--- src/shared/eiec_pkg.sv ---
// package of register map, field positions and carrier types for the external interrupt edge control block
package eiec_pkg;
   // register offsets (byte addresses on the plain register port)
   localparam logic [15:0] EIEC_TRAP_STATUS_CONTROL_OFS = 16'h0080;
   localparam logic [15:0] EIEC_EDGE_POLARITY_CONTROL_OFS = 16'h0082;
   localparam logic [15:0] EIEC_IRQ_STATUS_OFS = 16'h0084;
   localparam logic [15:0] EIEC_IRQ_MASK_OFS = 16'h0086;
   localparam logic [15:0] EIEC_LINE_LEVEL_OFS = 16'h0088;
   // reset values
   localparam logic [15:0] EIEC_TRAP_RESET = 16'h0000;
   localparam logic [15:0] EIEC_EDGE_RESET = 16'h0000;
   localparam logic [15:0] EIEC_IRQ_RESET = 16'h0000;
   // trap_status_control fields
   localparam int EIEC_NESTING_DISABLE_BIT = 15;
   localparam int EIEC_ARITH_ERROR_BIT = 4;
   localparam int EIEC_ADDRESS_ERROR_BIT = 3;
   localparam int EIEC_STACK_ERROR_BIT = 2;
   localparam int EIEC_OSC_FAILURE_BIT = 1;
   // edge_polarity_control fields
   localparam int EIEC_ALTERNATE_VECTOR_BIT = 15;
   localparam int EIEC_IRQ_DISABLE_BIT = 14;
   localparam int EIEC_EDGE_SEL_LSB = 0;
   localparam int EIEC_LINES = 5;
   // writable masks
   localparam logic [15:0] EIEC_TRAP_WMASK = 16'h8000;
   localparam logic [15:0] EIEC_EDGE_WMASK = 16'h801F;
   localparam logic [15:0] EIEC_STATUS_WMASK = 16'h001F;
   // synchroniser depth
   localparam int EIEC_SYNC_STAGES = 2;

   // register port request
   typedef struct packed {
      logic [15:0] addr;
      logic [15:0] wdata;
      logic wr;
      logic rd;
   } eiec_req_t;

   // trap event pulses from the core
   typedef struct packed {
      logic arith;
      logic address;
      logic stack;
      logic osc;
   } eiec_trap_t;
endpackage

--- src/eiec_top.sv ---
// control and status registers of the external interrupt edge control block
//
// Summary of operation
// - line four: 1 falling edge, 0 rising
// - line three: 1 falling edge, 0 rising
// - bits 4 and 3 are real R/W bits
// - five R/W edge selects, bits 4..0, reset 0
// - bits 13..5 of edge register read zero
// - trap flags at bits 4..1, cleared at reset
//
// notes for whoever picks this block up next
// - pins reach the logic through two flops, so a pin pulse
//   shorter than one clock may be lost
// - edge detection is held off for a few clocks after reset: the
//   synchroniser is still flushing then, and a pin that rests high
//   through reset would otherwise look like a fresh rising edge
// - a real pin change in those first clocks is lost as well; that
//   is the price of never raising a false interrupt at start-up
// - changing a polarity select while a pin is quiet raises nothing,
//   because the detector compares two sampled levels only
// - trap flags are cleared by writing zero to them, while the
//   status bits behind irq_o are cleared by writing one
// - a hardware event and a software clear in the same cycle leave
//   the flag set, so a clear never drops an event
// - the read port never stalls: read data stand for exactly one
//   cycle after the strobe and read zero otherwise
module eiec_top (
   // one clock, synchronous active-high reset
   input wire logic clock_i,
   input wire logic rst_i,
   // register port: byte address, write data, one-cycle strobes
   input wire logic [15:0] addr_i,
   input wire logic [15:0] wdata_i,
   input wire logic wr_i,
   input wire logic rd_i,
   // external interrupt pins, asynchronous, line n at bit n
   input wire logic [eiec_pkg::EIEC_LINES-1:0] ext_irq_i,
   // trap pulses and disable status from the core, same clock
   input wire logic trap_arith_i,
   input wire logic trap_address_i,
   input wire logic trap_stack_i,
   input wire logic trap_osc_i,
   input wire logic irq_disable_active_i,
   // read data, interrupt outputs and control bits, all registered
   output logic [15:0] rdata_o,
   output logic irq_o,
   output logic [eiec_pkg::EIEC_LINES-1:0] line_irq_o,
   output logic nesting_disable_o,
   output logic alternate_vector_sel_o
);
   localparam int N = eiec_pkg::EIEC_LINES;
   // trap flag bits 4..1, which a written zero clears and a written one leaves alone
   localparam logic [15:0] TRAP_FLAGS = (16'h0001 << eiec_pkg::EIEC_ARITH_ERROR_BIT)
      | (16'h0001 << eiec_pkg::EIEC_ADDRESS_ERROR_BIT)
      | (16'h0001 << eiec_pkg::EIEC_STACK_ERROR_BIT)
      | (16'h0001 << eiec_pkg::EIEC_OSC_FAILURE_BIT);
   // clocks after reset before an edge is believed: both synchroniser
   // stages, the detector's previous level and its output flop
   localparam int WARM_CLOCKS = eiec_pkg::EIEC_SYNC_STAGES + 2;

   // whole state of the block
   typedef struct packed {
      // software registers
      logic [15:0] trap_status_control; // nesting disable and trap flags
      logic [15:0] edge_polarity_control; // vector select, disable status, edge selects
      logic [N-1:0] irq_status; // sticky edge events, write one to clear
      logic [N-1:0] irq_mask; // a one lets the line onto irq_o
      // registered outputs
      logic [15:0] rdata; // read data, one cycle after the strobe
      logic irq; // level interrupt
      logic [N-1:0] line_irq; // per-line edge pulse
      // start-up guard
      logic [2:0] warm; // clocks since reset, stops at WARM_CLOCKS
   } eiec_state_t;

   eiec_state_t state_reg; // registered state
   eiec_state_t state_next; // next value of the whole state
   eiec_pkg::eiec_req_t req; // register port request bundle
   eiec_pkg::eiec_trap_t trap; // trap event bundle
   logic [N-1:0] line_sync; // synchronised pin levels
   logic [N-1:0] line_edge; // one-cycle edge pulses
   logic [N-1:0] edge_sel; // per-line falling select
   logic edges_valid; // detector path holds real pin samples
   logic [N-1:0] edge_seen; // edge pulses once the path is warm

   assign req = '{addr: addr_i, wdata: wdata_i, wr: wr_i, rd: rd_i};
   assign trap = '{arith: trap_arith_i, address: trap_address_i, stack: trap_stack_i, osc: trap_osc_i};

   // merge a write into a register, keeping read-only bits
   function automatic logic [15:0] eiec_merge(input logic [15:0] old, input logic [15:0] wd,
                                              input logic [15:0] wmask);
      eiec_merge = (old & ~wmask) | (wd & wmask);
   endfunction

   // widen a per-line vector to a register word; upper bits read zero
   function automatic logic [15:0] eiec_zext(input logic [N-1:0] v);
      eiec_zext = {{(16-N){1'b0}}, v};
   endfunction

   // pins are asynchronous, so two flops before any logic
   eiec_sync #(.WIDTH(N)) u_sync (
      .clock_i(clock_i),
      .rst_i(rst_i),
      .async_i(ext_irq_i),
      .sync_o(line_sync)
   );

   // polarity selects for all five lines share one encoding
   assign edge_sel = state_reg.edge_polarity_control[eiec_pkg::EIEC_EDGE_SEL_LSB +: N];

   eiec_edge_detect #(.WIDTH(N)) u_edge (
      .clock_i(clock_i),
      .rst_i(rst_i),
      .level_i(line_sync),
      .falling_sel_i(edge_sel),
      .edge_o(line_edge)
   );

   // the synchroniser flushes to zero at reset, so a pin resting high
   // would look like a rising edge; pulses wait until the path is warm
   assign edges_valid = (state_reg.warm == 3'(WARM_CLOCKS));
   assign edge_seen = line_edge & {N{edges_valid}};

   // register writes, sticky flags, read mux
   always_comb
   begin
      state_next = state_reg;
      // software write: only implemented bits change
      if (req.wr)
      begin
         unique case (req.addr)
            eiec_pkg::EIEC_TRAP_STATUS_CONTROL_OFS:
            begin
               // trap flags are set by hardware, cleared by writing zero
               state_next.trap_status_control = eiec_merge(state_reg.trap_status_control, req.wdata,
                                                           eiec_pkg::EIEC_TRAP_WMASK)
                  & ~(~req.wdata & TRAP_FLAGS);
            end
            eiec_pkg::EIEC_EDGE_POLARITY_CONTROL_OFS:
            begin
               // bits 15 and 4..0 writable, 13..5 stay zero
               state_next.edge_polarity_control = eiec_merge(state_reg.edge_polarity_control, req.wdata,
                                                             eiec_pkg::EIEC_EDGE_WMASK);
            end
            eiec_pkg::EIEC_IRQ_STATUS_OFS:
            begin
               // write one to clear
               state_next.irq_status = state_reg.irq_status & ~req.wdata[N-1:0];
            end
            eiec_pkg::EIEC_IRQ_MASK_OFS:
            begin
               state_next.irq_mask = req.wdata[N-1:0];
            end
            default:
            begin
               // unmapped or read-only: ignored
            end
         endcase
      end
      // trap events set after any clear, so set wins
      if (trap.arith)
      begin
         state_next.trap_status_control[eiec_pkg::EIEC_ARITH_ERROR_BIT] = 1'b1;
      end
      if (trap.address)
      begin
         state_next.trap_status_control[eiec_pkg::EIEC_ADDRESS_ERROR_BIT] = 1'b1;
      end
      if (trap.stack)
      begin
         state_next.trap_status_control[eiec_pkg::EIEC_STACK_ERROR_BIT] = 1'b1;
      end
      if (trap.osc)
      begin
         state_next.trap_status_control[eiec_pkg::EIEC_OSC_FAILURE_BIT] = 1'b1;
      end
      // read-only disable status mirrors the core
      state_next.edge_polarity_control[eiec_pkg::EIEC_IRQ_DISABLE_BIT] = irq_disable_active_i;
      // count clocks after reset until the detector path is trustworthy
      if (!edges_valid)
      begin
         state_next.warm = state_reg.warm + 3'h1;
      end
      // edge events set sticky status, set beats clear
      state_next.irq_status = state_next.irq_status | edge_seen;
      state_next.line_irq = edge_seen;
      // level interrupt from unmasked status
      state_next.irq = |(state_next.irq_status & state_next.irq_mask);
      // read data stand only in the cycle after the strobe
      state_next.rdata = 16'h0000;
      if (req.rd)
      begin
         unique case (req.addr)
            eiec_pkg::EIEC_TRAP_STATUS_CONTROL_OFS:
            begin
               state_next.rdata = state_reg.trap_status_control;
            end
            eiec_pkg::EIEC_EDGE_POLARITY_CONTROL_OFS:
            begin
               state_next.rdata = state_reg.edge_polarity_control;
            end
            eiec_pkg::EIEC_IRQ_STATUS_OFS:
            begin
               // sticky events, including masked lines
               state_next.rdata = eiec_zext(state_reg.irq_status);
            end
            eiec_pkg::EIEC_IRQ_MASK_OFS:
            begin
               // enables of the level interrupt
               state_next.rdata = eiec_zext(state_reg.irq_mask);
            end
            eiec_pkg::EIEC_LINE_LEVEL_OFS:
            begin
               // pin levels after the synchroniser, two clocks old
               state_next.rdata = eiec_zext(line_sync);
            end
            default:
            begin
               // unmapped reads return zero
               state_next.rdata = 16'h0000;
            end
         endcase
      end
   end

   // register the copy; all registers clear on reset
   always_ff @(posedge clock_i)
   begin
      if (rst_i)
      begin
         state_reg.trap_status_control <= eiec_pkg::EIEC_TRAP_RESET;
         state_reg.edge_polarity_control <= eiec_pkg::EIEC_EDGE_RESET;
         state_reg.irq_status <= '0;
         state_reg.irq_mask <= '0;
         state_reg.rdata <= 16'h0000;
         state_reg.irq <= 1'b0;
         state_reg.line_irq <= '0;
         // start the warm-up count again after every reset
         state_reg.warm <= 3'h0;
      end
      else
      begin
         state_reg <= state_next;
      end
   end

   // outputs straight from flops; no logic between the state and the
   // pins, so the core sees clean levels at the start of every cycle
   assign rdata_o = state_reg.rdata;
   assign irq_o = state_reg.irq;
   assign line_irq_o = state_reg.line_irq;
   assign nesting_disable_o = state_reg.trap_status_control[eiec_pkg::EIEC_NESTING_DISABLE_BIT];
   assign alternate_vector_sel_o = state_reg.edge_polarity_control[eiec_pkg::EIEC_ALTERNATE_VECTOR_BIT];
endmodule

--- src/eiec_sync.sv ---
// two-stage synchroniser bank for the external interrupt pins
module eiec_sync #(
   parameter int WIDTH = 5
) (
   input wire logic clock_i,
   input wire logic rst_i,
   input wire logic [WIDTH-1:0] async_i,
   output logic [WIDTH-1:0] sync_o
);
   // state: first and second stage
   typedef struct packed {
      logic [WIDTH-1:0] meta;
      logic [WIDTH-1:0] stable;
   } eiec_sync_state_t;

   eiec_sync_state_t state_reg;
   eiec_sync_state_t state_next;

   // first stage feeds only the second stage
   always_comb
   begin
      state_next = state_reg;
      state_next.meta = async_i;
      state_next.stable = state_reg.meta;
   end

   // register the copy
   always_ff @(posedge clock_i)
   begin
      if (rst_i)
      begin
         state_reg <= '0;
      end
      else
      begin
         state_reg <= state_next;
      end
   end

   assign sync_o = state_reg.stable;
endmodule

--- src/eiec_edge_detect.sv ---
// per-line edge detector with selectable polarity
module eiec_edge_detect #(
   parameter int WIDTH = 5
) (
   input wire logic clock_i,
   input wire logic rst_i,
   input wire logic [WIDTH-1:0] level_i,
   input wire logic [WIDTH-1:0] falling_sel_i,
   output logic [WIDTH-1:0] edge_o
);
   // state: previous level and detected edge pulse
   typedef struct packed {
      logic [WIDTH-1:0] prev;
      logic [WIDTH-1:0] hit;
   } eiec_edge_state_t;

   eiec_edge_state_t state_reg;
   eiec_edge_state_t state_next;

   // select 1 picks high-to-low, 0 picks low-to-high
   always_comb
   begin
      state_next = state_reg;
      state_next.prev = level_i;
      state_next.hit = (falling_sel_i & state_reg.prev & ~level_i)
         | (~falling_sel_i & ~state_reg.prev & level_i);
   end

   // register the copy
   always_ff @(posedge clock_i)
   begin
      if (rst_i)
      begin
         state_reg <= '0;
      end
      else
      begin
         state_reg <= state_next;
      end
   end

   assign edge_o = state_reg.hit;
endmodule

--- config.mk ---
export PLATFORM = sky130hd
export DESIGN_NAME = eiec_top
export DESIGN_NICKNAME = d
export VERILOG_FILES = /design/src/shared/eiec_pkg.sv /design/src/eiec_top.sv /design/src/eiec_sync.sv /design/src/eiec_edge_detect.sv
export SDC_FILE = /design/constraint.sdc
export NUM_CORES = 1
export LEC_CHECK = 0
export ABC_AREA = 1
export BUFFER_PORTS_ARGS = -buffer_cell sky130_fd_sc_hd__buf_2
export CAP_MARGIN = 15
export CORE_MARGIN = 5
export CORE_UTILIZATION = 30
export DETAILED_ROUTE_END_ITERATION = 6
export GPL_TIMING_DRIVEN = 0
export SKIP_LAST_GASP = 1
export SYNTH_ARGS = -nofsm -noshare
export SYNTH_HDL_FRONTEND = slang
export SYNTH_SLANG_ARGS = --single-unit
--- constraint.sdc ---
create_clock -name clock_i -period 1.6 [get_ports clock_i]
set_clock_uncertainty 0.2 [all_clocks]
set_input_delay 0.32 -clock clock_i [delete_from_list [all_inputs] [get_ports clock_i]]
set_output_delay 0.32 -clock clock_i [all_outputs]
set_load 0.02 [all_outputs]
==> flow_summary.toml, run 1 <==
[drt]
ant_nets = 0
vias = 2359
initialDrtViolationCount = 134
route.detailed.drc = 0
wl_per_cell_um = 11.3
via_per_inst = 4.29
drt-total-wl_mm = 6.23
firstDrtPassIters = 4

[global_route]
grtUsageMet2_pct = 20.0
grt-ovfl-total = 0
grt_pass1_vias = 2276
grt.busiest_layer = "met2"
track_usage_pct = 11.7
grt_start_max_net_pins = 11
grt_pass1_wl_mm = 10.6
antenna_found_initial = 0
grtUsageMet1_pct = 14.1
grt_util_met3_pct = 4.28

[yosys]
ys_seq_elements = 60
synthesis.area_um2 = 2730
synth_top_area_cell = "dfxtp_1"
synthCells = 355
syn_area_per_cell_um2 = 7.68
synth_area_leaders = "dfxtp_1, nand2_1, nor2_1, inv_1, buf_4"
synth_top_area_share_pct = 44.0
yosysUniqueCellTypes = 33
yosysSeqAreaShare_pct = 44.0
yosys_warnings = 0

[final_layout]
area_growth_pct = 27.8
fin_util_pct = 39.6
largest_reg_flops = 18
layout-drive-gt1-share_pct = 32.1
diodes = 0
fin_area_um2 = 3490
final_nets = 486
fillers = 914

[worst_setup_path]
crit_buf_inv = 2
cp-end-kind = "flip-flop"
cp_data_required_time_ns = 1.59
cp_data_arrival_time_ns = 1.52
worstSetupPathType = "input port to flip-flop"
crit_path_max_incr_delay_ns = 0.20
crit_fanout = 10
crit_family = "simple AND/OR/NAND/NOR gates"
critPathSlowestCell = "nor2_8"
path_cells = "buf_2, nor2_2, nand2_2, nor2_8, buf_6, nand3_1, nand2_1, o21ai_1, nand2_1, nand2_1, nor2_1, nor2_1"
crit_path_frequent_cell = "nand2_1"
start_kind = "input port"

[floorplan]
io_pins = 70
chipHeight_um = 105
die_area_um2 = 11100
initial_core_util_pct = 31.0
num_rows = 34
core_um2 = 8810
die_w_um = 105

[power_and_ir_drop]
peakVddDrop_mv = 0.589
cellLeakagePower_uw = 0.00168
p_comb_share_pct = 11.8
p_int_uw = 2360
p_seq_share_pct = 50.7
finalPower_uw = 3160
clkPwrFrac_pct = 37.4
power_density_nw_per_um2 = 906
p_sw_uw = 801
swShare_pct = 25.4

[timing]
slew_headroom_pct = 65.1
finalSetupViolations = 0
max_clock_freq_mhz = 656
hold_viol = 0
finalCritPeriodShare_pct = 95.3
period_needed_ns = 1.52
worst_slew_pin_slew_ns = 0.523
rsz0062_at_grt = "true"
slew_violations = 0

[clock_tree]
cts_buffer_depth = 2
cts.clk_slew.worst_paths_ns = 0.06
htreeDepth = 3
tritoncts = "built"
clock_latency_ns = 0.33
cts_root_buf = "clkbuf_8"
cts_buffers = 9
cts_sinks = 60

[placement]
port_buffers = 57
place.gp.congestion = 0.847
post-dp-hpwl_mm = 4.78
placed_cell_area_um2 = 3160

[run_status]
outcome = "finished, final reports clean"

[job]
maxCapViolCount = 0

[worst_hold_path]
hold_path_class = "input port to flip-flop"
==> power groups by stage <==
stage / registers [µW] / logic [µW] / clock network, µW
4_1_cts: 1600 / 369 / 1220
3_3_place_gp: 1630 / 310 / 0
5_1_grt: 1610 / 419 / 1290
2_1_floorplan: 1620 / 212 / 0
3_5_place_dp: 1630 / 320 / 0
6_report: 1600 / 373 / 1180
==> synthesized netlist by cell type <==
master,instances
nor2_8,3
nand3_1,20
conb_1,1
a31oi_1,2
nand3_4,3
o21ai_2,3
nand3b_1,1
a211oi_1,2
dfxtp_1,60
buf_4,21
inv_1,48
xnor2_1,1
nand2_4,2
inv_2,3
nor2_1,53
nand3_2,2
nand4_1,6
ha_1,2
nor3_1,2
clkbuf_2,1
a21oi_2,3
o21ai_0,8
nand2_2,3
buf_2,2
o21ai_1,2
nand2_1,63
clkbuf_1,5
nor2_4,3
a22oi_1,1
buf_6,1
nor4_4,1
a21oi_1,25
nor2_2,2
==> kinds of logic after synthesis <==
| kind of cell | synth area share, % |
|---|---|
| adders and majority gates | 0.917 |
| buffers and inverters | 14.4 |
| and+or+nand+nor | 30.5 |
| AOI/OAI and AO/OA | 9.63 |
| other | 0.137 |
| xor gates and xnor gates | 0.321 |
| DFF | 44.0 |
==> per-stage QoR <==
step	worst slack, ns	TNS, ns	instances	hold slack (ns)
detailed placement	-0.323	-4.80	521	0.192
global placement	-0.318	-4.18	521	0.189
global route	-0.0533	-0.0616	550	0.00301
CTS	-0.00870	-0.00870	546	0.00440
floorplan	0.00760	0	356	0.188
finish	0.0751	0	550	0.0268
==> routing by layer <==
metal | part of all wire (%) | vias up
met5 | 0 | -
met4 | 0.85 | 0
met3 | 6.9 | 7
met2 | 47 | 60
met1 | 45 | 1035
li1 | - | 1257
==> worst reg2reg max path, delay by kind of cell (launching register included) <==
| family | cells | cell delay (ns) |
|---|---|---|
| AND/OR/NAND/NOR | 7 | 0.52 |
| flip-flops | 1 | 0.35 |
| adder cells (fa/ha/maj) | 1 | 0.19 |
| buffers and inverters | 2 | 0.12 |
==> placed cells by master (no fill, tap or decap), types with 8 or more instances in the layout <==
cell type       n
clkbuf_8       11
nor2_1         47
buf_4          27
dlygate4sd3_1   8
a21oi_1        25
buf_2          59
nand3_1        20
dfxtp_1        58
nor2_2          8
nand2_1        59
inv_1          47
==> area by class of cell <==
| type | count | area, µm² | area share (%) |
|---|---|---|---|
| Tap cell | 108 | 135 | 3.88 |
| Clock inverter | 2 | 10.0 | 0.287 |
| Sequential cell | 60 | 1200 | 34.5 |
| Buffer | 30 | 203 | 5.81 |
| Clock buffer | 13 | 159 | 4.56 |
| Timing Repair Buffer | 71 | 410 | 11.8 |
| Multi-Input combinational cell | 215 | 1170 | 33.7 |
| Inverter | 51 | 191 | 5.49 |
==> path summary, 6_finish.rpt <==
check	depth (start not counted)	endpoint	slack, ns	startpoint
worst max-delay path	12	irq_o	0.08	addr_i[11]
worst max register to register	10	irq_o	0.08	state_reg[0]
worst min-delay path	3	state_reg[54]	0.03	trap_address_i
worst min register to register	2	u_sync.sync_o[4]	0.20	u_sync.state_next[4]
==> what timing repair did <==
item | CTS | global route
pin swaps | 1 | 6
buffers inserted | 2 | 4
gates resized for setup | 4 | 9
hold buffers | 8 | 0
endpoints found under the setup margin | 9 | 13
endpoints found under the hold margin | 8 | 0
Power figures use the tool's default switching activity.
==> run 2, diff against run 1 <==
--- a/config.mk
+++ b/config.mk
@@ -5,8 +5,7 @@
 export SDC_FILE = /design/constraint.sdc
 export NUM_CORES = 1
 export LEC_CHECK = 0
-export ABC_AREA = 1
-export BUFFER_PORTS_ARGS = -buffer_cell sky130_fd_sc_hd__buf_2
+export BUFFER_PORTS_ARGS = -buffer_cell sky130_fd_sc_hd__buf_4
 export CAP_MARGIN = 15
 export CORE_MARGIN = 5
 export CORE_UTILIZATION = 30
==> flow_summary.toml, run 2 <==
[power_and_ir_drop]
peakVddDrop_mv = 0.522
clkPwrFrac_pct = 44.3
cellLeakagePower_uw = 0.00156
p_int_uw = 2690
p_comb_share_pct = 10.7
p_seq_share_pct = 45.0
power_density_nw_per_um2 = 950
swShare_pct = 22.8
p_sw_uw = 792

[drt]
firstDrtPassIters = 4
route.detailed.drc = 0
wl_per_cell_um = 14.6
via_per_inst = 4.61
ant_nets = 0
initialDrtViolationCount = 124
drt-total-wl_mm = 6.52
vias = 2057

[run_status]
outcome = "finished with violations"
violations = "setup timing"

[timing]
finalCritPeriodShare_pct = 127
slew_violations = 0
fin_ws_ns = -0.424
rsz0062_at_grt = "true"
worst_slew_pin_slew_ns = 0.574
period_needed_ns = 2.02
hold_viol = 0
finalSetupTns_ns = -0.489
slew_headroom_pct = 61.7
max_clock_freq_mhz = 494
finalSetupViolations = 3

[clock_tree]
clock_latency_ns = 0.35
htreeDepth = 3
cts_sinks = 60
cts.clk_slew.worst_paths_ns = 0.07
cts_root_buf = "clkbuf_8"
cts_buffer_depth = 2
cts_buffers = 9
tritoncts = "built"

[worst_hold_path]
hold_path_class = "input port to flip-flop"

[worst_setup_path]
cp-end-kind = "flip-flop"
start_kind = "flip-flop"
worstSetupPathType = "flip-flop to flip-flop"
cp_data_arrival_time_ns = 2.02
crit_fanout = 6
cp_data_required_time_ns = 1.60

[job]
maxCapViolCount = 0

[final_layout]
final_common_cell = "buf_4"
area_growth_pct = 44.7
fillers = 780
diodes = 0
most-common-layout-cells = "buf_4, dfxtp_1, nor2b_1"
layout-drive-gt1-share_pct = 46.3
regArea_um2 = 1200
largest_reg_flops = 18
fin_area_um2 = 3660
multi_input_area_um2 = 1270
final_nets = 385

[global_route]
grt_start_max_net_pins = 11
track_usage_pct = 12.5
grt_pass1_vias = 1993
grt-ovfl-total = 0
antenna_found_initial = 0
grt_pass1_wl_mm = 9.83

[yosys]
ys_seq_elements = 60
async_flop_share_pct = 0
synth_top_area_cell = "dfxtp_1"
yosysSeqAreaShare_pct = 47.4
synth_top_area_share_pct = 47.4
synthesis.area_um2 = 2530
synthCells = 251
yosysUniqueCellTypes = 43
syn_area_per_cell_um2 = 10.1
yosys_warnings = 0
synthTopCellsByCount = "dfxtp_1, buf_4, nor2b_1, nor2_1, a21oi_1"
synth_area_leaders = "dfxtp_1, buf_4, nor2b_1, mux2i_1, mux4_2"
synth_most_common_cell = "dfxtp_1"
synth-edff-count = 0
synthFlopType = "dfxtp_1"

[placement]
placed_cell_area_um2 = 3140
place.gp.congestion = 0.819
port_buffers = 57
post-dp-hpwl_mm = 4.48

[floorplan]
initial_core_util_pct = 30.8
die_w_um = 102
num_rows = 33
chipHeight_um = 102
die_area_um2 = 10400
io_pins = 70
core_um2 = 8220
## run 2: cell count changes after synthesis, moves of 6 or more
cell,previous run,this run
a22oi_1,1,7
mux2i_1,0,10
and2_1,0,6
inv_1,48,8
nor2_1,53,19
nand2_1,63,13
nor2b_1,0,21
nand3_1,20,3
a21oi_1,25,14
## run 2: power by group through the flow
stage	registers (µW)	logic (µW)	clock network (µW)
floorplan	1590	169	0
global placement	1590	296	0
detailed placement	1590	301	0
CTS	1560	334	1570
global route	1570	401	1640
finish	1570	371	1540
## run 2: area by class of cell
class / instances / area share (%)
clock inverters: 4 / 1.98
clock buffers: 11 / 4.13
multi-input cells: 154 / 34.7
repair buffers: 74 / 16.0
inverters: 8 / 0.820
plain buffers: 30 / 5.84
flip-flops and latches: 60 / 32.9
well taps: 105 / 3.59
## run 2: worst max-delay path, stage by stage, from the launching register on
cell and delay (ns):
dfxtp_2 0.34, inv_2 0.05, ha_4 0.18, and3_4 0.19, nor4b_4 0.30, a2bb2oi_2 0.09, o21a_2 0.14, o41ai_2 0.26
a41oi_1 0.14
## run 2: what timing repair did
item,CTS,global route
gates resized for setup,13,23
setup endpoints to repair,20,17
hold buffers,5,0
endpoints found under the hold margin,5,0
buffers inserted,5,7
pin swaps,5,15
## run 2: final timing paths
check,from,to,slack [ns],depth (start not counted)
hold reg to reg,state_reg[49],rdata_o[14],0.23,2
setup reg to reg,state_reg[0],irq_o,-0.42,8
setup / recovery,state_reg[0],irq_o,-0.42,8
hold / removal,wdata_i[15],alternate_vector_sel_o,0.02,3
## run 2: routing by layer
layer / vias up / routed length [µm] / share of wire [%] / GRT usage [%]
li1: 1018 / - / - / -
met1: 975 / 2830 / 43 / 15.5
met2: 56 / 3230 / 50 / 20.3
met3: 8 / 385 / 5.9 / 4.98
met4: 0 / 65 / 1.0 / 3.23
met5: - / 0 / 0 / 0
## run 2: stage by stage
| stage | hold slack (ns) | setup WS [ns] | total power [µW] | std cells | utilization (%) |
|---|---|---|---|---|---|
| after floorplan | 0.201 | -0.320 | 1750 | 252 | - |
| after global placement | 0.208 | -0.585 | 1890 | 414 | 38.2 |
| after detailed placement | 0.214 | -0.621 | 1900 | 414 | 38.2 |
| after CTS | 0.0113 | -0.427 | 3460 | 439 | 42.8 |
| after global routing | 0.00803 | -0.505 | 3610 | 446 | 44.6 |
| final | 0.0181 | -0.424 | 3480 | 446 | 44.6 |
## run 2: logic make-up (layout without fill, tap and decap cells)
group           Yosys count  in the layout  synth area share, %
compound gates           37             37                 9.83
xor+xnor                  1              1                0.346
fa+ha+maj                 2              2                0.988
buf+inv                  38            127                 9.58
flops                    60             60                 47.4
mux                      14             14                 7.51
other cells               1              2                0.148
simple gates             98             98                 24.2
